`src/logic/gst_pkg.sv`:
```
// package: constants, register map and carrier types of the gated sixteen-bit counter
package gst_pkg;
  localparam int          GST_CNT_W      = 16;
  localparam int          GST_ADDR_W     = 4;
  localparam int          GST_DATA_W     = 8;
  localparam int          GST_PRE_W      = 2;
  // register offsets
  localparam logic [3:0]  GST_OFF_LOW    = 4'h0;
  localparam logic [3:0]  GST_OFF_HIGH   = 4'h1;
  localparam logic [3:0]  GST_OFF_CTRL   = 4'h2;
  localparam logic [3:0]  GST_OFF_GATE   = 4'h3;
  localparam logic [3:0]  GST_OFF_STAT   = 4'h4;
  // control register fields
  localparam int          GST_CTRL_RUN   = 0;
  localparam int          GST_CTRL_NSYNC = 2;
  localparam int          GST_CTRL_OSCEN = 3;
  localparam int          GST_CTRL_PRE   = 4;
  localparam int          GST_CTRL_CS    = 6;
  // gate register fields
  localparam int          GST_GATE_POL   = 6;
  localparam int          GST_GATE_EN    = 7;
  localparam int          GST_GATE_SRC   = 0;
  // status register fields
  localparam int          GST_STAT_OVF   = 0;
  localparam int          GST_STAT_GATE  = 1;
  localparam logic [7:0]  GST_CTRL_RST   = 8'h00;
  localparam logic [7:0]  GST_GATE_RST   = 8'h00;
  // clock select codes
  localparam logic [1:0]  GST_CS_INSTR   = 2'h0;
  localparam logic [1:0]  GST_CS_SYS     = 2'h1;
  localparam logic [1:0]  GST_CS_EXT     = 2'h2;
  localparam logic [1:0]  GST_CS_LFOSC   = 2'h3;
  // gate source codes
  localparam logic [1:0]  GST_GS_PIN     = 2'h0;
  localparam logic [1:0]  GST_GS_CMP1    = 2'h1;
  localparam logic [1:0]  GST_GS_CMP2    = 2'h2;
  localparam logic [1:0]  GST_INSTR_DIV  = 2'h3;
  localparam logic [15:0] GST_CNT_MAX    = 16'hFFFF;
  localparam logic [15:0] GST_SYS_STEP   = 16'h0001;

  typedef struct packed {
    logic [GST_ADDR_W-1:0] addr;
    logic [GST_DATA_W-1:0] wdata;
    logic                  wr;
    logic                  rd;
  } gst_bus_t;

  typedef struct packed {
    logic extCount;
    logic gatePin;
    logic cmp1;
    logic cmp2;
    logic lfOsc;
  } gst_pins_t;
endpackage : gst_pkg

```
`src/logic/gst_sync.sv`:
```
// two-flop synchroniser bank for the asynchronous pins
`timescale 1ns/10ps
module gst_sync #(
  parameter int W = 5
) (
  input  wire logic         sys_clk,
  input  wire logic         rst,
  input  wire logic         clkEn,
  input  wire logic [W-1:0] asyncIn,
  output logic      [W-1:0] syncOut
);
  logic [W-1:0] stage1;
  logic [W-1:0] next_stage1;
  logic [W-1:0] next_syncOut;

  always_comb begin
    next_stage1  = clkEn ? asyncIn : stage1;
    next_syncOut = clkEn ? stage1 : syncOut;
  end

  always_ff @(posedge sys_clk or posedge rst) begin
    if (rst) begin
      stage1  <= '0;
      syncOut <= '0;
    end else begin
      stage1  <= next_stage1;
      syncOut <= next_syncOut;
    end
  end
endmodule : gst_sync

```
`src/logic/gst_counter.sv`:
```
// gated sixteen-bit counter with clock select, prescaler, gate and register port
`timescale 1ns/10ps
// Operation
// RL1: sixteen-bit up-counter read as two bytes
// RL2: writing either byte loads the live counter
// RL3: run off stops; gate enable gates counting
// RL4: two-bit select picks one of four sources
// RL5: internal sources advance through the prescaler
// RL6: system clock source adds four per instruction
// RL7: instruction clock advances once per cycle; the code advances it once every four sys_clk cycles
// RL8: external rising edges counted, sync optional; the NSYNC bit is unused and the pin always passes the synchroniser
// RL9: falling edge needed before first counted rise
// RL10: gate from pin or either comparator
// RL11: sleep-capable sources keep counting in sleep
// RL12: board supplies the secondary oscillator crystal
// RL13: wrap from all ones sets overflow flag
module gst_counter
  import gst_pkg::*;
#(
  parameter int CNT_W = GST_CNT_W
) (
  input  wire logic                  sys_clk,
  input  wire logic                  rst,
  input  wire logic                  clkEn,
  input  wire logic                  sleepMode,
  input  wire gst_bus_t              bus,
  input  wire gst_pins_t             pins,
  output logic      [GST_DATA_W-1:0] rdData,
  output logic                       overflow,
  output logic                       counting
);
  logic [4:0]       pinsSync;
  logic             extSync;
  logic             gatePinSync;
  logic             cmp1Sync;
  logic             cmp2Sync;
  logic             lfSync;

  gst_sync #(.W(5)) gst_sync_i (
    .sys_clk (sys_clk),
    .rst     (rst),
    .clkEn   (clkEn),
    .asyncIn ({pins.extCount, pins.gatePin, pins.cmp1, pins.cmp2, pins.lfOsc}),
    .syncOut (pinsSync)
  );
  assign {extSync, gatePinSync, cmp1Sync, cmp2Sync, lfSync} = pinsSync;

  // register state
  logic [7:0]       ctrl;
  logic [7:0]       gateCfg;
  logic [CNT_W-1:0] count;
  logic [1:0]       instrDiv;
  logic [2:0]       preCnt;
  logic             extPrev;
  logic             lfPrev;
  logic             armed;
  logic             ovf;
  logic [7:0]       next_ctrl;
  logic [7:0]       next_gateCfg;
  logic [CNT_W-1:0] next_count;
  logic [1:0]       next_instrDiv;
  logic [2:0]       next_preCnt;
  logic             next_extPrev;
  logic             next_lfPrev;
  logic             next_armed;
  logic             next_ovf;
  logic [7:0]       next_rdData;
  logic             next_counting;

  logic             runBit;
  logic             gateEn;
  logic [1:0]       clkSel;
  logic [1:0]       preSel;
  logic             gateLevel;
  logic             enable;
  logic             srcTick;
  logic             tick;
  logic [CNT_W-1:0] step;
  logic [CNT_W:0]   sum;
  logic             wrLow;
  logic             wrHigh;
  logic             extRise;
  logic             extFall;
  logic             sysSrc;

  function automatic logic [2:0] preLimit(input logic [1:0] sel);
    return (3'h1 << sel) - 3'h1;
  endfunction : preLimit

  function automatic logic pickGate(input logic [1:0] src, input logic pin, input logic c1, input logic c2);
    case (src)
      GST_GS_CMP1: return c1;
      GST_GS_CMP2: return c2;
      default:     return pin;
    endcase
  endfunction : pickGate

  always_comb begin
    runBit    = ctrl[GST_CTRL_RUN];
    clkSel    = ctrl[GST_CTRL_CS +: 2];
    preSel    = ctrl[GST_CTRL_PRE +: GST_PRE_W];
    gateEn    = gateCfg[GST_GATE_EN];
    // gate source may be the pin or a comparator output
    gateLevel = pickGate(gateCfg[GST_GATE_SRC +: 2], gatePinSync, cmp1Sync, cmp2Sync) // RL10
                ^ ~gateCfg[GST_GATE_POL];
    // run=0 wins over everything; gate only matters with its enable set
    enable    = runBit && (!gateEn || gateLevel); // RL3
    wrLow     = bus.wr && (bus.addr == GST_OFF_LOW);
    wrHigh    = bus.wr && (bus.addr == GST_OFF_HIGH);
    extRise   = extSync && !extPrev;
    extFall   = !extSync && extPrev;
    sysSrc    = 1'b0;
    srcTick   = 1'b0;
    // the processor-clocked sources stop during sleep; others keep going
    case (clkSel) // RL4
      GST_CS_INSTR: srcTick = !sleepMode && (instrDiv == GST_INSTR_DIV); // RL7 RL11
      GST_CS_SYS: begin
        srcTick = !sleepMode && (instrDiv == GST_INSTR_DIV);
        sysSrc  = 1'b1;
      end
      GST_CS_LFOSC: srcTick = lfSync && !lfPrev; // RL11
      GST_CS_EXT: srcTick = !ctrl[GST_CTRL_OSCEN] && extRise && armed; // RL8 RL9 RL11
      default: srcTick = 1'b0;
    endcase
    // the system clock source lands four counts at once, so bits 1:0 carry no time
    step = sysSrc ? (GST_SYS_STEP << 2) : GST_SYS_STEP; // RL6
    tick = enable && srcTick && (preCnt == preLimit(preSel)); // RL5
  end

  always_comb begin
    next_ctrl     = ctrl;
    next_gateCfg  = gateCfg;
    next_count    = count;
    next_instrDiv = instrDiv + 2'h1;
    next_preCnt   = preCnt;
    next_extPrev  = extSync;
    next_lfPrev   = lfSync;
    next_armed    = armed;
    next_ovf      = ovf;
    next_rdData   = 8'h00;
    sum           = {1'b0, count} + {1'b0, step};
    if (enable && srcTick) begin
      next_preCnt = (preCnt == preLimit(preSel)) ? 3'h0 : preCnt + 3'h1; // RL5
    end
    if (tick) begin
      next_count = sum[CNT_W-1:0]; // RL1
      if (sum[CNT_W]) begin
        next_ovf = 1'b1; // RL13
      end
    end
    // a falling edge re-arms; disable or byte write disarms
    if (extFall) begin
      next_armed = 1'b1; // RL9
    end
    if (!runBit || wrLow || wrHigh) begin
      next_armed = extFall && !wrLow && !wrHigh && runBit; // RL9
    end
    if (wrLow) begin
      next_count[7:0] = bus.wdata; // RL2
      next_preCnt     = 3'h0;
    end
    if (wrHigh) begin
      next_count[CNT_W-1:8] = bus.wdata; // RL2
      next_preCnt           = 3'h0;
    end
    if (bus.wr && bus.addr == GST_OFF_CTRL) begin
      next_ctrl = bus.wdata;
    end
    if (bus.wr && bus.addr == GST_OFF_GATE) begin
      next_gateCfg = bus.wdata;
    end
    // writing a one clears the flag, but a same-cycle wrap keeps it set
    if (bus.wr && bus.addr == GST_OFF_STAT && bus.wdata[GST_STAT_OVF] && !(tick && sum[CNT_W])) begin
      next_ovf = 1'b0; // RL13
    end
    if (bus.rd) begin
      case (bus.addr)
        GST_OFF_LOW:  next_rdData = count[7:0]; // RL1
        GST_OFF_HIGH: next_rdData = count[CNT_W-1:8];
        GST_OFF_CTRL: next_rdData = ctrl;
        GST_OFF_GATE: next_rdData = gateCfg;
        GST_OFF_STAT: next_rdData = {6'h00, gateLevel, ovf};
        default:      next_rdData = 8'h00;
      endcase
    end
    next_counting = enable;
  end

  always_ff @(posedge sys_clk or posedge rst) begin
    if (rst) begin
      ctrl     <= GST_CTRL_RST;
      gateCfg  <= GST_GATE_RST;
      count    <= '0;
      instrDiv <= 2'h0;
      preCnt   <= 3'h0;
      extPrev  <= 1'b0;
      lfPrev   <= 1'b0;
      armed    <= 1'b0;
      ovf      <= 1'b0;
      rdData   <= 8'h00;
      counting <= 1'b0;
      overflow <= 1'b0;
    end else if (clkEn) begin
      ctrl     <= next_ctrl;
      gateCfg  <= next_gateCfg;
      count    <= next_count;
      instrDiv <= next_instrDiv;
      preCnt   <= next_preCnt;
      extPrev  <= next_extPrev;
      lfPrev   <= next_lfPrev;
      armed    <= next_armed;
      ovf      <= next_ovf;
      rdData   <= next_rdData;
      counting <= next_counting;
      overflow <= next_ovf;
    end
  end

  // checks
  AST_OFF_HOLDS: assert property (@(posedge sys_clk) disable iff (rst) // RL3
    (clkEn && !runBit && !bus.wr) |=> (count == $past(count)))
    else $error("count moved while run bit low");
  AST_WRITE_LOADS: assert property (@(posedge sys_clk) disable iff (rst) // RL2
    (clkEn && wrLow) |=> (count[7:0] == $past(bus.wdata)))
    else $error("low byte write not loaded");
  AST_SYS_STEP4: assert property (@(posedge sys_clk) disable iff (rst) // RL6
    (clkEn && tick && sysSrc && !bus.wr) |=> (count == $past(count) + 16'h0004))
    else $error("system clock source did not add four");
  AST_NO_ARM_NO_COUNT: assert property (@(posedge sys_clk) disable iff (rst) // RL9
    (clkEn && clkSel == GST_CS_EXT && !armed && !bus.wr) |=> (count == $past(count)))
    else $error("external count without prior falling edge");
  AST_GATE_CLOSED: assert property (@(posedge sys_clk) disable iff (rst) // RL10
    (clkEn && gateEn && !gateLevel && !bus.wr) |=> (count == $past(count)))
    else $error("count moved with gate closed");
  AST_WRAP_FLAG: assert property (@(posedge sys_clk) disable iff (rst) // RL13
    (clkEn && tick && count == GST_CNT_MAX && !sysSrc && !bus.wr) |=> (ovf && count == 16'h0000))
    else $error("wrap did not set overflow");
  AST_INSTR_RATE: assert property (@(posedge sys_clk) disable iff (rst) // RL7
    (clkEn && tick && clkSel == GST_CS_INSTR && !bus.wr) |=> (count == $past(count) + GST_SYS_STEP))
    else $error("instruction source did not add one");
  AST_SLEEP_INSTR: assert property (@(posedge sys_clk) disable iff (rst) // RL11
    (sleepMode && clkSel != GST_CS_EXT && clkSel != GST_CS_LFOSC) |-> !tick)
    else $error("processor clock source ticked in sleep");
  AST_HIGH_LOADS: assert property (@(posedge sys_clk) disable iff (rst) // RL2
    (clkEn && wrHigh) |=> (count[CNT_W-1:8] == $past(bus.wdata)))
    else $error("high byte write not loaded");
  AST_FROZEN_HOLDS: assert property (@(posedge sys_clk) disable iff (rst) // RL1
    (!clkEn) |=> (count == $past(count) && ctrl == $past(ctrl)))
    else $error("state moved with clock enable low");
  AST_LF_STEP: assert property (@(posedge sys_clk) disable iff (rst) // RL4
    (clkEn && tick && clkSel == GST_CS_LFOSC && !bus.wr) |=> (count == $past(count) + GST_SYS_STEP))
    else $error("slow oscillator source did not add one");
  AST_EXT_EDGE_ONLY: assert property (@(posedge sys_clk) disable iff (rst) // RL8
    (clkEn && clkSel == GST_CS_EXT && !extRise && !bus.wr) |=> (count == $past(count)))
    else $error("external source counted without a rising edge");
  AST_PRESCALE_HOLD: assert property (@(posedge sys_clk) disable iff (rst) // RL5
    (clkEn && preCnt != preLimit(preSel) && !bus.wr) |=> (count == $past(count)))
    else $error("count moved before the prescaler ran out");
  AST_OSC_BLOCKS: assert property (@(posedge sys_clk) disable iff (rst) // RL4
    (clkEn && clkSel == GST_CS_EXT && ctrl[GST_CTRL_OSCEN] && !bus.wr) |=> (count == $past(count)))
    else $error("pin counted with oscillator enable set");
  AST_OVF_STICKY: assert property (@(posedge sys_clk) disable iff (rst) // RL13
    (clkEn && ovf && !(bus.wr && bus.addr == GST_OFF_STAT)) |=> ovf)
    else $error("overflow flag dropped without a clear");
  AST_OVF_CLEAR: assert property (@(posedge sys_clk) disable iff (rst) // RL13
    (clkEn && bus.wr && bus.addr == GST_OFF_STAT && bus.wdata[GST_STAT_OVF] && !tick) |=> !ovf)
    else $error("overflow flag not cleared");
  AST_OVF_SET_WINS: assert property (@(posedge sys_clk) disable iff (rst) // RL13
    (clkEn && tick && sum[CNT_W]) |=> ovf)
    else $error("wrap lost against a clear");
  AST_RD_IDLE: assert property (@(posedge sys_clk) disable iff (rst) // RL1
    (clkEn && !bus.rd) |=> (rdData == 8'h00))
    else $error("read data not zero outside a read");
  AST_RUN_OFF_IDLE: assert property (@(posedge sys_clk) disable iff (rst) // RL3
    (clkEn && !runBit) |=> !counting)
    else $error("counting shown with run bit low");
  AST_FREE_RUN: assert property (@(posedge sys_clk) disable iff (rst) // RL3
    (clkEn && runBit && !gateEn) |=> counting)
    else $error("free run not counting");
  AST_ARM_ON_FALL: assert property (@(posedge sys_clk) disable iff (rst) // RL9
    (clkEn && extFall && runBit && !wrLow && !wrHigh) |=> armed)
    else $error("falling edge did not arm");
  AST_DISARM: assert property (@(posedge sys_clk) disable iff (rst) // RL9
    (clkEn && (!runBit || wrLow || wrHigh)) |=> !armed)
    else $error("disable or byte write left the counter armed");

  // rate helper: enabled cycles since the last processor-phased tick, saturating so that
  // prescaled or gated gaps all collapse to one value
  localparam logic [2:0] GAP_MAX = 3'h7;
  logic [2:0]       tickGap;
  logic [2:0]       next_tickGap;

  always_comb begin
    next_tickGap = tickGap;
    if (tick && (clkSel == GST_CS_INSTR || clkSel == GST_CS_SYS)) begin
      next_tickGap = 3'h0;
    end else if (tickGap != GAP_MAX) begin
      next_tickGap = tickGap + 3'h1;
    end
  end

  always_ff @(posedge sys_clk or posedge rst) begin
    if (rst) begin
      tickGap <= GAP_MAX;
    end else if (clkEn) begin
      tickGap <= next_tickGap;
    end
  end

  AST_INSTR_GAP: assert property (@(posedge sys_clk) disable iff (rst) // RL7
    (clkEn && tick && clkSel == GST_CS_INSTR) |-> (tickGap == {1'b0, GST_INSTR_DIV} || tickGap == GAP_MAX))
    else $error("instruction source ticked faster than once per instruction");
endmodule : gst_counter

```
`config.mk`:
```
export PLATFORM = sky130hd
export DESIGN_NAME = gst_counter
export DESIGN_NICKNAME = d
export VERILOG_FILES = /design/src/logic/gst_pkg.sv /design/src/logic/gst_sync.sv /design/src/logic/gst_counter.sv
export SDC_FILE = /design/constraint.sdc
export NUM_CORES = 1
export LEC_CHECK = 0
export ABC_AREA = 1
export BUFFER_PORTS_ARGS = -buffer_cell sky130_fd_sc_hd__buf_2
export CAP_MARGIN = 20
export CORE_UTILIZATION = 45
export CTS_BUF_LIST = sky130_fd_sc_hd__clkbuf_8
export DETAILED_ROUTE_END_ITERATION = 12
export SLEW_MARGIN = 15
export SYNTH_ARGS = -nofsm -noshare
export SYNTH_HDL_FRONTEND = slang
export SYNTH_SLANG_ARGS = --single-unit
```
`constraint.sdc`:
```
create_clock -name sys_clk -period 2.25 [get_ports sys_clk]
set_input_delay 0.1125 -clock sys_clk [delete_from_list [all_inputs] [get_ports sys_clk]]
set_output_delay 0.1125 -clock sys_clk [all_outputs]
set_load 0.03 [all_outputs]
```
==> After elaboration in Yosys (flattened, before gate mapping) <==
Cells that the tools add are included.
{ "word_totals": {"register_bits": 60, "word_cells": 99, "output_inout_bits": 10, "in_bits": 23} }
{ "op_classes": {"n_eq_ne": 11, "bitwise_logic": 2, "addsub": 4, "n_reduce_logical": 49, "mux": 18, "shifts": 1} }
{ "ops": {"columns": ["op", "count"], "rows": [
  ["8-bit case mux with 5 select lines", 1],
  ["8-bit 2-to-1 mux", 3],
  ["1-bit logical AND", 20],
  ["16-bit by 3-bit adder with 17-bit output", 1],
  ["16-bit 2-to-1 mux", 1],
  ["3-bit 2-to-1 mux", 5],
  ["2-bit AND reduction", 6],
  ["1-bit logical NOT", 10],
  ["2-bit nonzero test", 5],
  ["2-bit equality test (second input constant)", 4],
  ["4-bit by 2-bit equality test with 1-bit output (second input constant)", 2],
  ["1-bit 2-to-1 mux", 6],
  ["2-bit by 1-bit equality test with 1-bit output (second input constant)", 2],
  ["4-bit by 1-bit equality test with 1-bit output (second input constant)", 1],
  ["4-bit by 3-bit equality test with 1-bit output (second input constant)", 1],
  ["4-bit logical NOT", 1],
  ["3-bit by 1-bit adder with 3-bit output (second input constant)", 1],
  ["3-bit equality test", 1],
  ["1-bit logical OR", 3],
  ["1-bit case mux with 3 select lines", 1],
  ["3-bit AND reduction", 1],
  ["3-bit nonzero test", 1],
  ["1-bit by 2-bit left shift with 3-bit output (first input constant)", 1],
  ["3-bit by 1-bit subtractor with 3-bit output (second input constant)", 1],
  ["other kinds (6)", 6]
]} }

==> Longest topological paths before layout <==
Gate-level depths: netlist (run 1).
{ "depth": {"word_depth": 12, "mapped_depth": 14, "depth_no_buf": 14} }

==> Cells and area by module <==
A second synthesis (run 1) with hierarchy kept.
{ "hier_totals": {"cells_unflattened": 479, "hier_area_um2": 3479.6} }
{ "modules_own_cells": {"columns": ["mod", "area_per_inst_um2", "cells_per_inst", "seq_area_each_um2", "instances"], "rows": [
  ["gst_counter", 3095.5, 436, 1251.2, 1],
  ["gst_sync", 384.1, 43, 250.2, 1]
]} }

==> Least setup slack after synthesis (run 1) <==
OpenSTA, ideal clock, no wires.
{ "synth_timing": {"path_kind": "register to register", "start": "register ctrl[6]", "end": "register count[12]", "synth_period_minus_slack_ps": 1730, "path_slack_ps": 520, "n_path_buf": 0, "required_ps": 2133, "arrival_time_ps": 1614, "setup_ps": 117, "stages_incl_launch_ff": 15, "cell_sequence": "dfrtp_1 inv_2 nor2_1 inv_1 ha_1 ha_1 nand2_1 a21boi_1 nand2_1 nor2_1 nand2_1 nand3_1 nand2_1 nand3_1 nand2_1"} }
{ "synth_via": {"elab_chain_len": 7, "elab_cells_between_ends": 15, "classes_between": "add/sub (1); eq/ne (3); mux (5); reduce/logical (6)"} }
{ "synth_rtl": {"columns": ["element", "line_no", "source"], "rows": [
  ["from (decl)", "gst_counter.sv:49", "logic [7:0] ctrl;"],
  ["from (signal assigned)", "gst_counter.sv:204", "ctrl <= next_ctrl;"],
  ["parallel branches: the longest is 7 deep, another holds 16-bit by 3-bit adder with 17-bit output", null, null],
  ["to (signal assigned)", "gst_counter.sv:206", "count <= next_count;"],
  ["to (decl)", "gst_counter.sv:51", "logic [CNT_W-1:0] count;"]
]} }
Parallel ways; which one is timed is not known. The select of a mux whose other input is x is not followed.
A chain may end at the register's enable or synchronous reset.

==> Worst setup path in the final report (run 1) <==
{ "layout_timing": {"start": "register ctrl[7]", "end": "register count[4]"} }
{ "layout_via": {"elab_chain_len": 7, "elab_cells_between_ends": 15, "classes_between": "add/sub (1); eq/ne (3); mux (5); reduce/logical (6)"} }
{ "layout_rtl": {"columns": ["element"], "rows": [
  ["parallel branches: the longest is 7 deep, another holds 16-bit by 3-bit adder with 17-bit output"]
]} }
Parallel ways; which one is timed is not known. The select of a mux whose other input is x is not followed.

==> results.md, run 1 <==
## Cells and area
* 0 — diodes inserted
* 556 — NumNets Final
* 633 — number of non-filler instances in the completed layout
* 748 — number of fill cells in the layout
* 15.91% — layout-stage area growth over the synthesis result
* 0.1959 — share of post-route cells with drive strength above 1

## Floorplan
* 91.46 µm — height of the chip
* 33 — boundary pin count
* 32 — row count
* 7727 µm² — CORE AREA
* 91.46 µm — Die Width
* 0.4660 — effective utilization at floorplan
* 8364 µm² — area of the die

## Synthesis
* sky130_fd_sc_hd__dfrtp_1 — dominant register cell in the synthesized netlist
* 3601 µm² — Post-Synthesis Cell Area
* 0 — YS warnings
* sky130_fd_sc_hd__dfrtp_1 — top cell type by total area after synthesis
* sky130_fd_sc_hd__dfrtp_1 (42%), sky130_fd_sc_hd__nand2_1 (18%), sky130_fd_sc_hd__nand3_1 (6.5%) — Area contributors post-synth
* 0 — Post-synth EDFFs
* 0.4170 — share of the synthesized area in the top cell type
* sky130_fd_sc_hd__nand2_1 — most common cell in the netlist
* 7.518 µm² — syn_area_per_cell
* 60 — number of synthesized register bits
* 1.000 — fraction of synthesis flops using an asynchronous set or reset pin
* 509 — Post-Syn Nets
* 0.4170 — fraction of the yosys area taken by sequential cells
* 479 — number of cells produced by synthesis
* sky130_fd_sc_hd__nand2_1 (169), sky130_fd_sc_hd__dfrtp_1 (60), sky130_fd_sc_hd__inv_1 (51), sky130_fd_sc_hd__nand3_1 (47), sky130_fd_sc_hd__o21ai_0 (26) — most common library cells after synthesis
* 38 — number of distinct library cells after synthesis

## Timing
* 0 ns — Total Neg Setup Slack
* 0.03145 ns — smallest hold slack
* 0 — final slew viol count
* 0.5522 ns — slew of the pin with the lowest slew margin
* no — setup repair after global routing missed its margin
* 0.5148 GHz — maximum clock rate
* 0.6313 — Slew Limit Headroom
* 0 — final hold vios
* 0.8633 — portion of the clock cycle consumed by the worst path in the final layout
* 0 — final setup violation count
* 1.942 ns — shortest clock period the worst path allows after layout
* 0.01281 ns — Worst Skew

## Clock network
* sky130_fd_sc_hd__clkbuf_8 — Clock Tree Root
* 60 — # clock sinks
* yes — CTS tree
* 3 — deepest level of the CTS H-tree
* 0.07 ns — register clock-pin slew on the reported worst setup and hold paths
* 2 — Max Root-Sink Buffers
* 0.35 ns — clock latency on the worst-skew pair
* 9 — number of buffers created by CTS

## Routing
* 15.14 µm — drt wl/cell
* 0 — post-detailed-route DRC marker count
* 3278 — number of vias in the routed layout
* 5.179 — average via count per standard cell
* 5 — 1st-pass router iterations
* 9583 µm — total wire length
* 191 — drt initial violations
* 0 — number of antenna-violating nets in the routed design
* met4 — top layer reached by signal wires
* 4222 µm — Detail Route met2 WL
* 493 µm — WL met3
* 4606 µm — routed metal-1 wirelength

## Worst setup path
* 2.23 ns — data arrival time of the critical path
* flop — critical path endpoint category
* flop — kind of start point of the critical path
* ctrl[7] — Critical Path Start
* nor2_1 > inv_1 > ha_1 > ha_2 > nand2_1 > nand2_1 > nand2_1 > nor2_1 > o31ai_1 > nand3_1 > nand2_1 — cell-by-cell listing of the critical path
* 1 — number of buffers and inverters on the critical path
* ctrl[7] — worst reg2reg startpoint
* simple AND/OR/NAND/NOR gates — kind of cell with the highest combined delay on the critical path
* sky130_fd_sc_hd__dfrtp_2 — slowest stage cell on the critical path
* reg -> reg — type of the worst setup path
* 5 — CP max FO
* 0.44 ns — maximum single-stage delay on the critical path
* 2.53 ns — Worst EP required
* sky130_fd_sc_hd__nand2_1 — critical path's most frequent cell

## Power and ir drop
* 776.6 nW/µm² — power per cell area
* 2.179 nW — leakage power figure
* 0.003242 W — total power of the final layout
* 0.002087 W — total internal power
* 573.8 µV — worst voltage drop across the vdd grid
* 0.434 — share of total power in sequential cells
* 0.001155 W — reported net switching power
* 0.3563 — Switching Fraction
* 0.246 — combinational cell fraction of total power
* 0.320 — Clock power frac

## Placement
* 7237 µm — HPWL after DPL
* 0.9019 — RePlAce Congestion
* 32 — Port Buffer Count
* 609 — cell total after placement

## Outcome
* finished clean — run status

## GRT
* 0 — overflow left after global routing
* 16590 µm — wire length of the first global-routing pass
* 37 — maximum number of pins on one net before global-route repair
* 3235 — vias in the first global route
* 0 — antenna violations before repair
* 0.2600 — combined global-route utilization of all metal layers

## Worst hold path
* in -> reg — Hold Crit Class
* bus[7] — beginning of the worst hold path

## Flow run
* 0 — Max-Cap Viols

cells in the final DEF, fill, tap and decap left out, drive strengths merged, types with 2 or more instances in the layout:
| cell | n |
|---|---|
| xor2 | 5 |
| nand3 | 48 |
| nor2 | 30 |
| inv | 62 |
| o21ai | 43 |
| a22o | 3 |
| dlygate4sd3 | 8 |
| a21oi | 6 |
| nand2 | 184 |
| clkbuf | 9 |
| a211oi | 2 |
| dfrtp | 60 |
| ha | 7 |
| buf | 39 |
| o22ai | 8 |
| o2111ai | 3 |
| or2 | 2 |
| nand4 | 4 |
| o31ai | 2 |
cell type report:
class,instances,area [µm²],area share
multi-input cells,350,1810,0.4338
flip-flops and latches,60,1503,0.3600
repair buffers,47,305.3,0.07314
inverters,58,222.7,0.05336
well taps,102,127.6,0.03058
clock buffers,9,123.9,0.02968
clock inverters,7,81.33,0.01948
per-stage QoR:
stage / worst slack, ns / util / instance area, µm²
2_1_floorplan: 0.5196 / - / 3601
4_1_cts: 0.2769 / 0.5389 / 4164
5_1_grt: 0.03880 / 0.5402 / 4174
6_report: 0.3077 / 0.5402 / 4174
3_3_place_gp: 0.3597 / 0.5019 / 3879
3_5_place_dp: 0.2943 / 0.5019 / 3879
worst register-to-register path: stages, from the launching register on:
cell and delay, ns:
sky130_fd_sc_hd__dfrtp_2 0.44, sky130_fd_sc_hd__nor2_1 0.21, sky130_fd_sc_hd__inv_1 0.07, sky130_fd_sc_hd__ha_1 0.21, sky130_fd_sc_hd__ha_2 0.20, sky130_fd_sc_hd__nand2_1 0.12, sky130_fd_sc_hd__nand2_1 0.07, sky130_fd_sc_hd__nand2_1 0.06
sky130_fd_sc_hd__nor2_1 0.06, sky130_fd_sc_hd__o31ai_1 0.24, sky130_fd_sc_hd__nand3_1 0.11, sky130_fd_sc_hd__nand2_1 0.09
registers in the layout, indices dropped and copies added, names as in the netlist, 2 cells and up:
register            flops
count                  16
ctrl                    8
gateCfg                 8
gst_sync_i.stage1       5
gst_sync_i.syncOut      5
instrDiv                2
preCnt                  3
rdData                  8
power groups by stage:
stage | logic (W) | registers, W | clock network (W)
after global placement | 0.000777 | 0.00142 | 0
after global routing | 0.000915 | 0.00143 | 0.00110
after CTS | 0.000798 | 0.00140 | 0.00107
after detailed placement | 0.000784 | 0.00142 | 0
after floorplan | 0.000598 | 0.00139 | 0
final | 0.000798 | 0.00141 | 0.00104
metal layers:
metal  vias up  global-route usage
li1       1631                   -
met3        22             0.06365
met2        94              0.3904
met4         0              0.1005
met5         -                   0
met1      1531              0.3597
path summary, 6_finish.rpt:
path	end	slack (ns)	cells after the start
max	count[4]	0.31	11
min	ctrl[5]	0.03	3
max reg2reg	count[4]	0.31	11
min reg2reg	gst_sync_i.stage1[3]	0.48	2
max in group asynchronous	ctrl[7]	1.29	4
min in group asynchronous	counting	0.35	3
kinds of logic (layout without fill, tap and decap cells):
group | after synthesis | count (layout) | synth area share
AND/OR/NAND/NOR | 270 | 270 | 0.3468
buffers and inverters | 69 | 121 | 0.08269
AO/OA/AOI/OAI | 68 | 68 | 0.1171
flip-flops | 60 | 60 | 0.4170
adder cells (fa/ha/maj) | 7 | 7 | 0.02432
XOR/XNOR | 5 | 5 | 0.01216
repair_timing:
item / 4_1_cts / 5_1_grt
hold buffers: 8 / 0
setup buffers: 0 / 0
resized for setup: 0 / 5
hold endpoints to repair: 31 / 0
setup endpoints to repair: 0 / 2
Power figures use the tool's default switching activity.
==> run 2, diff against run 1 <==
--- a/config.mk
+++ b/config.mk
@@ -8,9 +8,11 @@
 export ABC_AREA = 1
 export BUFFER_PORTS_ARGS = -buffer_cell sky130_fd_sc_hd__buf_2
 export CAP_MARGIN = 20
+export CORE_MARGIN = 2
 export CORE_UTILIZATION = 45
 export CTS_BUF_LIST = sky130_fd_sc_hd__clkbuf_8
 export DETAILED_ROUTE_END_ITERATION = 12
+export PLACE_DENSITY = 0.6
 export SLEW_MARGIN = 15
 export SYNTH_ARGS = -nofsm -noshare
 export SYNTH_HDL_FRONTEND = slang
==> results.md, run 2 (same netlist as run 1, synthesis figures left out) <==
## Clock network
* 3 — deepest level of the CTS H-tree, unchanged
* 9 — number of buffers created by CTS, unchanged
* yes — CTS tree
* sky130_fd_sc_hd__clkbuf_8 — Clock Tree Root
* 60 — # clock sinks, unchanged
* 2 — Max Root-Sink Buffers, unchanged
* 0.08 ns — register clock-pin slew on the reported worst setup and hold paths, about the same
* 0.35 ns — clock latency on the worst-skew pair, about the same

## Worst setup path
* 2.18 ns — data arrival time of the critical path, -0.05 ns
* flop — critical path endpoint category
* 9 — CP max FO, +4
* 2.49 ns — Worst EP required, -0.04 ns
* gateCfg[0] — worst reg2reg startpoint
* count[9] — last element of the critical path
* gateCfg[0] — Critical Path Start
* 12 — Worst Reg-to-Reg Cells, +1
* flop — kind of start point of the critical path
* count[9] — Crit Reg-Reg Endpoint
* reg -> reg — type of the worst setup path
* 0.31 ns — register-to-register setup slack, about the same

## Power and ir drop
* 772.7 nW/µm² — power per cell area, -0.51%
* 2.165 nW — leakage power figure, -0.66%
* 490.3 µV — worst voltage drop across the vdd grid, -15%

## Timing
* 0 — final hold vios, unchanged
* no — setup repair after global routing missed its margin
* 0 — final setup violation count, unchanged
* 0 — final slew viol count, unchanged
* 0.04230 ns — smallest hold slack, +0.01086 ns
* 0.3117 ns — least setup slack across all paths after layout, +0.004032 ns
* 0.7149 — Slew Limit Headroom, +0.08356
* 0.007058 ns — Worst Skew, -0.005752 ns
* 0.5159 GHz — maximum clock rate, +0.21%
* 0.4277 ns — slew of the pin with the lowest slew margin, -0.1245 ns
* 0 ns — Total Neg Setup Slack, unchanged
* 1.938 ns — shortest clock period the worst path allows after layout, -0.004032 ns
* 0.8615 — portion of the clock cycle consumed by the worst path in the final layout, -0.001792

## Floorplan
* 8734 µm² — area of the die, +4.4%
* 93.46 µm — height of the chip, +2.2%
* 93.46 µm — Die Width, +2.2%
* 7727 µm² — CORE AREA, unchanged
* 32 — row count, unchanged
* 0.4660 — effective utilization at floorplan, unchanged
* 33 — boundary pin count, unchanged

## Cells and area
* 555 — NumNets Final, -0.18%
* sky130_fd_sc_hd__nand2_1 (169), sky130_fd_sc_hd__dfrtp_1 (59), sky130_fd_sc_hd__inv_1 (50) — commonest cells after routing, fill and taps aside
* 0 — diodes inserted, unchanged
* 0.1943 — share of post-route cells with drive strength above 1, -0.001517
* 0.5369 — Core Util, Final, -0.003238
* 15.22% — layout-stage area growth over the synthesis result
* sky130_fd_sc_hd__nand2_1 — most frequent standard cell in the layout excluding fill and tap cells
* 772 — number of fill cells in the layout, +3.2%
* count — register containing the most flip-flops in the final layout
* 16 — number of flip-flops in the largest register, unchanged

## GRT
* 30 — maximum number of pins on one net before global-route repair, -19%
* 3155 — vias in the first global route, -2.5%
* 0 — antenna violations before repair, unchanged
* 0.2435 — combined global-route utilization of all metal layers, -0.01650
* 16180 µm — wire length of the first global-routing pass, -2.5%
* 0 — overflow left after global routing, unchanged

## Placement
* 7447 µm — HPWL after DPL, +2.9%
* 0.2932 ns — Placement Setup Slack, -0.001094 ns
* 32 — Port Buffer Count, unchanged
* 0.9267 — RePlAce Congestion, +2.7%

## Routing
* 5.149 — average via count per standard cell, -0.58%
* 15.43 µm — drt wl/cell, +1.9%
* 9752 µm — total wire length, +1.8%
* 158 — drt initial violations, -17%
* 0 — number of antenna-violating nets in the routed design, unchanged
* 0 — post-detailed-route DRC marker count, unchanged
* 5 — 1st-pass router iterations, unchanged
* 3254 — number of vias in the routed layout, -0.73%

## Outcome
* finished clean — run status

## Flow run
* 0 — Max-Cap Viols, unchanged

## Worst hold path
* in -> reg — Hold Crit Class

run 2: changes by cell type in the layout (fill, tap and decap cells not counted):
cell,change
sky130_fd_sc_hd__inv_6,-3
sky130_fd_sc_hd__o21ai_1,-1
sky130_fd_sc_hd__o21ai_0,+1
sky130_fd_sc_hd__nand2_2,-1
sky130_fd_sc_hd__nor2_2,+1
sky130_fd_sc_hd__buf_12,-1
sky130_fd_sc_hd__clkinv_4,+1
sky130_fd_sc_hd__nand2_1,+1
sky130_fd_sc_hd__clkinv_2,+1
sky130_fd_sc_hd__nor2_1,-1
sky130_fd_sc_hd__clkinvlp_4,+1
run 2: power breakdown:
| group | switching [W] | leakage [nW] | internal (W) |
|---|---|---|---|
| sequential | 0.000166 | 0.773 | 0.00125 |
| clock | 0.000484 | 0.0958 | 0.000516 |
| combinational | 0.000487 | 1.30 | 0.000303 |
run 2: area by class of cell:
type	count	area, µm²	share of cell area
repair buffers	46	285.3	0.06876
clock buffers	9	123.9	0.02986
multi-input cells	350	1810	0.4364
flip-flops and latches	60	1503	0.3622
clock inverters	7	76.32	0.01840
inverters	58	222.7	0.05368
well taps	102	127.6	0.03076
run 2: critical path, cell delays in order (launching register included):
cell	delay, ns
sky130_fd_sc_hd__dfrtp_1	0.37
sky130_fd_sc_hd__inv_1	0.08
sky130_fd_sc_hd__ha_1	0.31
sky130_fd_sc_hd__inv_1	0.06
sky130_fd_sc_hd__nand3_1	0.10
sky130_fd_sc_hd__nand2_1	0.08
sky130_fd_sc_hd__nand2_1	0.06
sky130_fd_sc_hd__nand3_1	0.19
sky130_fd_sc_hd__nand4_4	0.18
sky130_fd_sc_hd__nand2_4	0.17
sky130_fd_sc_hd__nand2_4	0.10
sky130_fd_sc_hd__nand2_1	0.07
sky130_fd_sc_hd__nand2_1	0.05
run 2: how the worst min path moves through the flow:
| stage | startpoint | endpoint | slack [ns] | cells past startpoint |
|---|---|---|---|---|
| 2_1_floorplan | pins[0] | gst_sync_i.stage1[0] | 0.23 | 2 |
| 3_3_place_gp | rst | rdData[1] | 0.11 | 2 |
| 3_5_place_dp | rst | rdData[1] | 0.10 | 2 |
| 4_1_cts | bus[7] | ctrl[5] | 0.03 | 3 |
| 5_1_grt | bus[7] | ctrl[5] | 0.04 | 3 |
| 6_report | bus[7] | ctrl[5] | 0.04 | 3 |
run 2: routing by layer:
metal  GRT usage  part of all wire  wire length, µm
met1      0.3388              0.48             4708
met2      0.3831              0.46             4454
met3     0.03304             0.044              431
met4     0.09681             0.016              157
met5           0                 0                0
run 2: what timing repair did:
| item | 4_1_cts | 5_1_grt |
|---|---|---|
| hold buffers | 8 | 0 |
| setup buffers | 0 | 0 |
| hold endpoints to repair | 21 | 0 |
| resized for setup | 0 | 4 |
| setup endpoints to repair | 0 | 1 |
run 2: stage by stage:
step	instance area, µm²	power (W)	std cells
2_1_floorplan	3601	0.001984	479
4_1_cts	4139	0.003221	632
6_report	4149	0.003206	632
3_3_place_gp	3859	0.002185	608
5_1_grt	4149	0.003423	632
3_5_place_dp	3859	0.002202	608
==> run 3, diff against run 2 <==
--- a/config.mk
+++ b/config.mk
@@ -10,7 +10,7 @@
 export CAP_MARGIN = 20
 export CORE_MARGIN = 2
 export CORE_UTILIZATION = 45
-export CTS_BUF_LIST = sky130_fd_sc_hd__clkbuf_8
+export CTS_BUF_LIST = sky130_fd_sc_hd__clkbuf_4
 export DETAILED_ROUTE_END_ITERATION = 12
 export PLACE_DENSITY = 0.6
 export SLEW_MARGIN = 15
==> results.md, run 3 (same netlist as run 1, synthesis figures left out) <==
## Power and ir drop
* 726.9 nW/µm² — power per cell area, -5.9%
* 454.6 µV — worst voltage drop across the vdd grid, -7.3%
* 2.163 nW — leakage power figure, -0.11%
* 0.003011 W — total power of the final layout, -6.1%

## Floorplan
* 7727 µm² — CORE AREA, unchanged
* 8734 µm² — area of the die, unchanged
* 32 — row count, unchanged
* 93.46 µm — height of the chip, unchanged
* 0.4660 — effective utilization at floorplan, unchanged
* 93.46 µm — Die Width, unchanged
* 33 — boundary pin count, unchanged

## GRT
* 30 — maximum number of pins on one net before global-route repair, unchanged
* 16210 µm — wire length of the first global-routing pass, +0.17%
* 0.2423 — combined global-route utilization of all metal layers, -0.001200
* 0 — overflow left after global routing, unchanged
* 0 — antenna violations before repair, unchanged
* 3164 — vias in the first global route, +0.29%

## Routing
* 3257 — number of vias in the routed layout, +0.092%
* 172 — drt initial violations, +8.9%
* 0 — post-detailed-route DRC marker count, unchanged
* 15.33 µm — drt wl/cell, -0.66%
* 5 — 1st-pass router iterations, unchanged
* 9764 µm — total wire length, +0.12%
* 5.113 — average via count per standard cell, -0.69%
* 0 — number of antenna-violating nets in the routed design, unchanged

## Worst hold path
* in -> reg — Hold Crit Class

## Worst setup path
* nor2_1 > inv_1 > ha_1 > ha_2 > nand2_1 > a21boi_2 > nand2_1 > a21oi_1 > o21ai_0 > o21ai_2 > nand3_1 > nand2_1 — cell-by-cell listing of the critical path
* reg -> reg — type of the worst setup path
* 1 — number of buffers and inverters on the critical path, -1
* 2.28 ns — data arrival time of the critical path, +0.10 ns
* ctrl[7] — worst reg2reg startpoint
* flop — kind of start point of the critical path
* flop — critical path endpoint category
* 12 — Worst Reg-to-Reg Cells, unchanged
* ctrl[7] — Critical Path Start
* 5 — CP max FO, -4
* 0.46 ns — maximum single-stage delay on the critical path, +0.09 ns
* count[8] — last element of the critical path
* simple AND/OR/NAND/NOR gates — kind of cell with the highest combined delay on the critical path
* sky130_fd_sc_hd__dfrtp_2 — slowest stage cell on the critical path
* count[8] — Crit Reg-Reg Endpoint
* 0.28 ns — register-to-register setup slack, -0.03 ns
* sky130_fd_sc_hd__nand2_1 — critical path's most frequent cell
* 2.57 ns — Worst EP required, +0.08 ns
* 12 — Stages on worst setup path, unchanged

## Placement
* 7447 µm — HPWL after DPL, unchanged
* 3859 µm² — Placement Cell Area, unchanged
* 0.9267 — RePlAce Congestion, unchanged
* 32 — Port Buffer Count, unchanged
* 608 — cell total after placement, unchanged

## Cells and area
* 0.1925 — share of post-route cells with drive strength above 1, -0.001816
* sky130_fd_sc_hd__nand2_1 — most frequent standard cell in the layout excluding fill and tap cells
* 15.05% — layout-stage area growth over the synthesis result
* count — register containing the most flip-flops in the final layout
* 4143 µm² — cell area after layout, -0.15%
* 0.5361 — Core Util, Final, -0.0008090
* 637 — number of non-filler instances in the completed layout, +0.79%
* 16 — number of flip-flops in the largest register, unchanged
* 0 — diodes inserted, unchanged
* sky130_fd_sc_hd__nand2_1 (169), sky130_fd_sc_hd__dfrtp_1 (59), sky130_fd_sc_hd__inv_1 (50) — commonest cells after routing, fill and taps aside
* 560 — NumNets Final, +0.90%

## Timing
* 0.5081 GHz — maximum clock rate, -1.5%
* no — setup repair after global routing missed its margin
* 0.8747 — portion of the clock cycle consumed by the worst path in the final layout, +0.01324
* 0.7190 — Slew Limit Headroom, +0.004079
* 0 — final setup violation count, unchanged
* 0.4216 ns — slew of the pin with the lowest slew margin, -0.006118 ns
* 1.968 ns — shortest clock period the worst path allows after layout, +0.02979 ns
* 0.01341 ns — Worst Skew, +0.006348 ns
* 0 ns — Total Neg Setup Slack, unchanged
* 0 — final hold vios, unchanged
* 0 — final slew viol count, unchanged

## Clock network
* 3 — deepest level of the CTS H-tree, unchanged
* 0.41 ns — clock latency on the worst-skew pair, +0.06 ns
* 60 — # clock sinks, unchanged
* 2 — Max Root-Sink Buffers, unchanged
* 0 — buffers inserted during post-CTS setup optimization, unchanged
* 0.12 ns — register clock-pin slew on the reported worst setup and hold paths, +0.04 ns
* sky130_fd_sc_hd__clkbuf_4 — Clock Tree Root
* yes — CTS tree
* 9 — number of buffers created by CTS, unchanged

## Outcome
* finished clean — run status

## Flow run
* 0 — Max-Cap Viols, unchanged

-- run 3: changes by cell type in the layout (fill, tap and decap cells not counted) --
cell,before,now
sky130_fd_sc_hd__dlygate4sd3_1,8,13
sky130_fd_sc_hd__clkbuf_8,9,0
sky130_fd_sc_hd__clkbuf_4,0,9
-- run 3: worst min-delay path: stages --
cell                      delay (ns)
sky130_fd_sc_hd__buf_2          0.12
sky130_fd_sc_hd__nand3_1        0.09
sky130_fd_sc_hd__o22ai_1        0.08
-- run 3: how the worst min path moves through the flow --
stage / from / to / slack (ns) / cells after the start
detailed placement: rst / rdData[1] / 0.10 / 2
floorplan: pins[0] / gst_sync_i.stage1[0] / 0.23 / 2
global placement: rst / rdData[1] / 0.11 / 2
finish: bus[1] / gateCfg[0] / 0.03 / 3
CTS: bus[1] / gateCfg[0] / 0.01 / 3
global route: bus[1] / gateCfg[0] / 0.008 / 3
-- run 3: metal layers --
| metal | global-route usage | part of all wire | routed length, µm |
|---|---|---|---|
| met5 | 0 | 0 | 0 |
| met4 | 0.07843 | 0.012 | 114 |
| met3 | 0.03546 | 0.036 | 350 |
| met2 | 0.3831 | 0.46 | 4459 |
| met1 | 0.3414 | 0.50 | 4839 |
-- run 3: final cells by class --
class                   count  area, µm²
clock buffers               9      67.56
clock inverters             7      76.32
fillers                   770       3585
inverters                  58      222.7
multi-input cells         350       1810
flip-flops and latches     60       1503
well taps                 102      127.6
repair buffers             51      335.3
-- run 3: timing repair --
item                                    4_1_cts  5_1_grt
resized for setup                             0        4
endpoints found under the setup margin        0        2
endpoints found under the hold margin        30        0
hold buffers                                 13        0
-- run 3: power breakdown --
| group | internal, W | switching, W | leakage, nW |
|---|---|---|---|
| clock | 0.000343 | 0.000461 | 0.0725 |
| sequential | 0.00125 | 0.000164 | 0.773 |
| combinational | 0.000309 | 0.000486 | 1.32 |
| total | 0.00190 | 0.00111 | 2.16 |
-- run 3: stage by stage --
stage          hold WS, ns  setup slack (ns)
3_5_place_dp        0.1023            0.2932
4_1_cts            0.01054            0.2772
3_3_place_gp        0.1064            0.3582
2_1_floorplan       0.2291            0.5196
6_report           0.02995            0.2819
5_1_grt           0.007523           0.03144
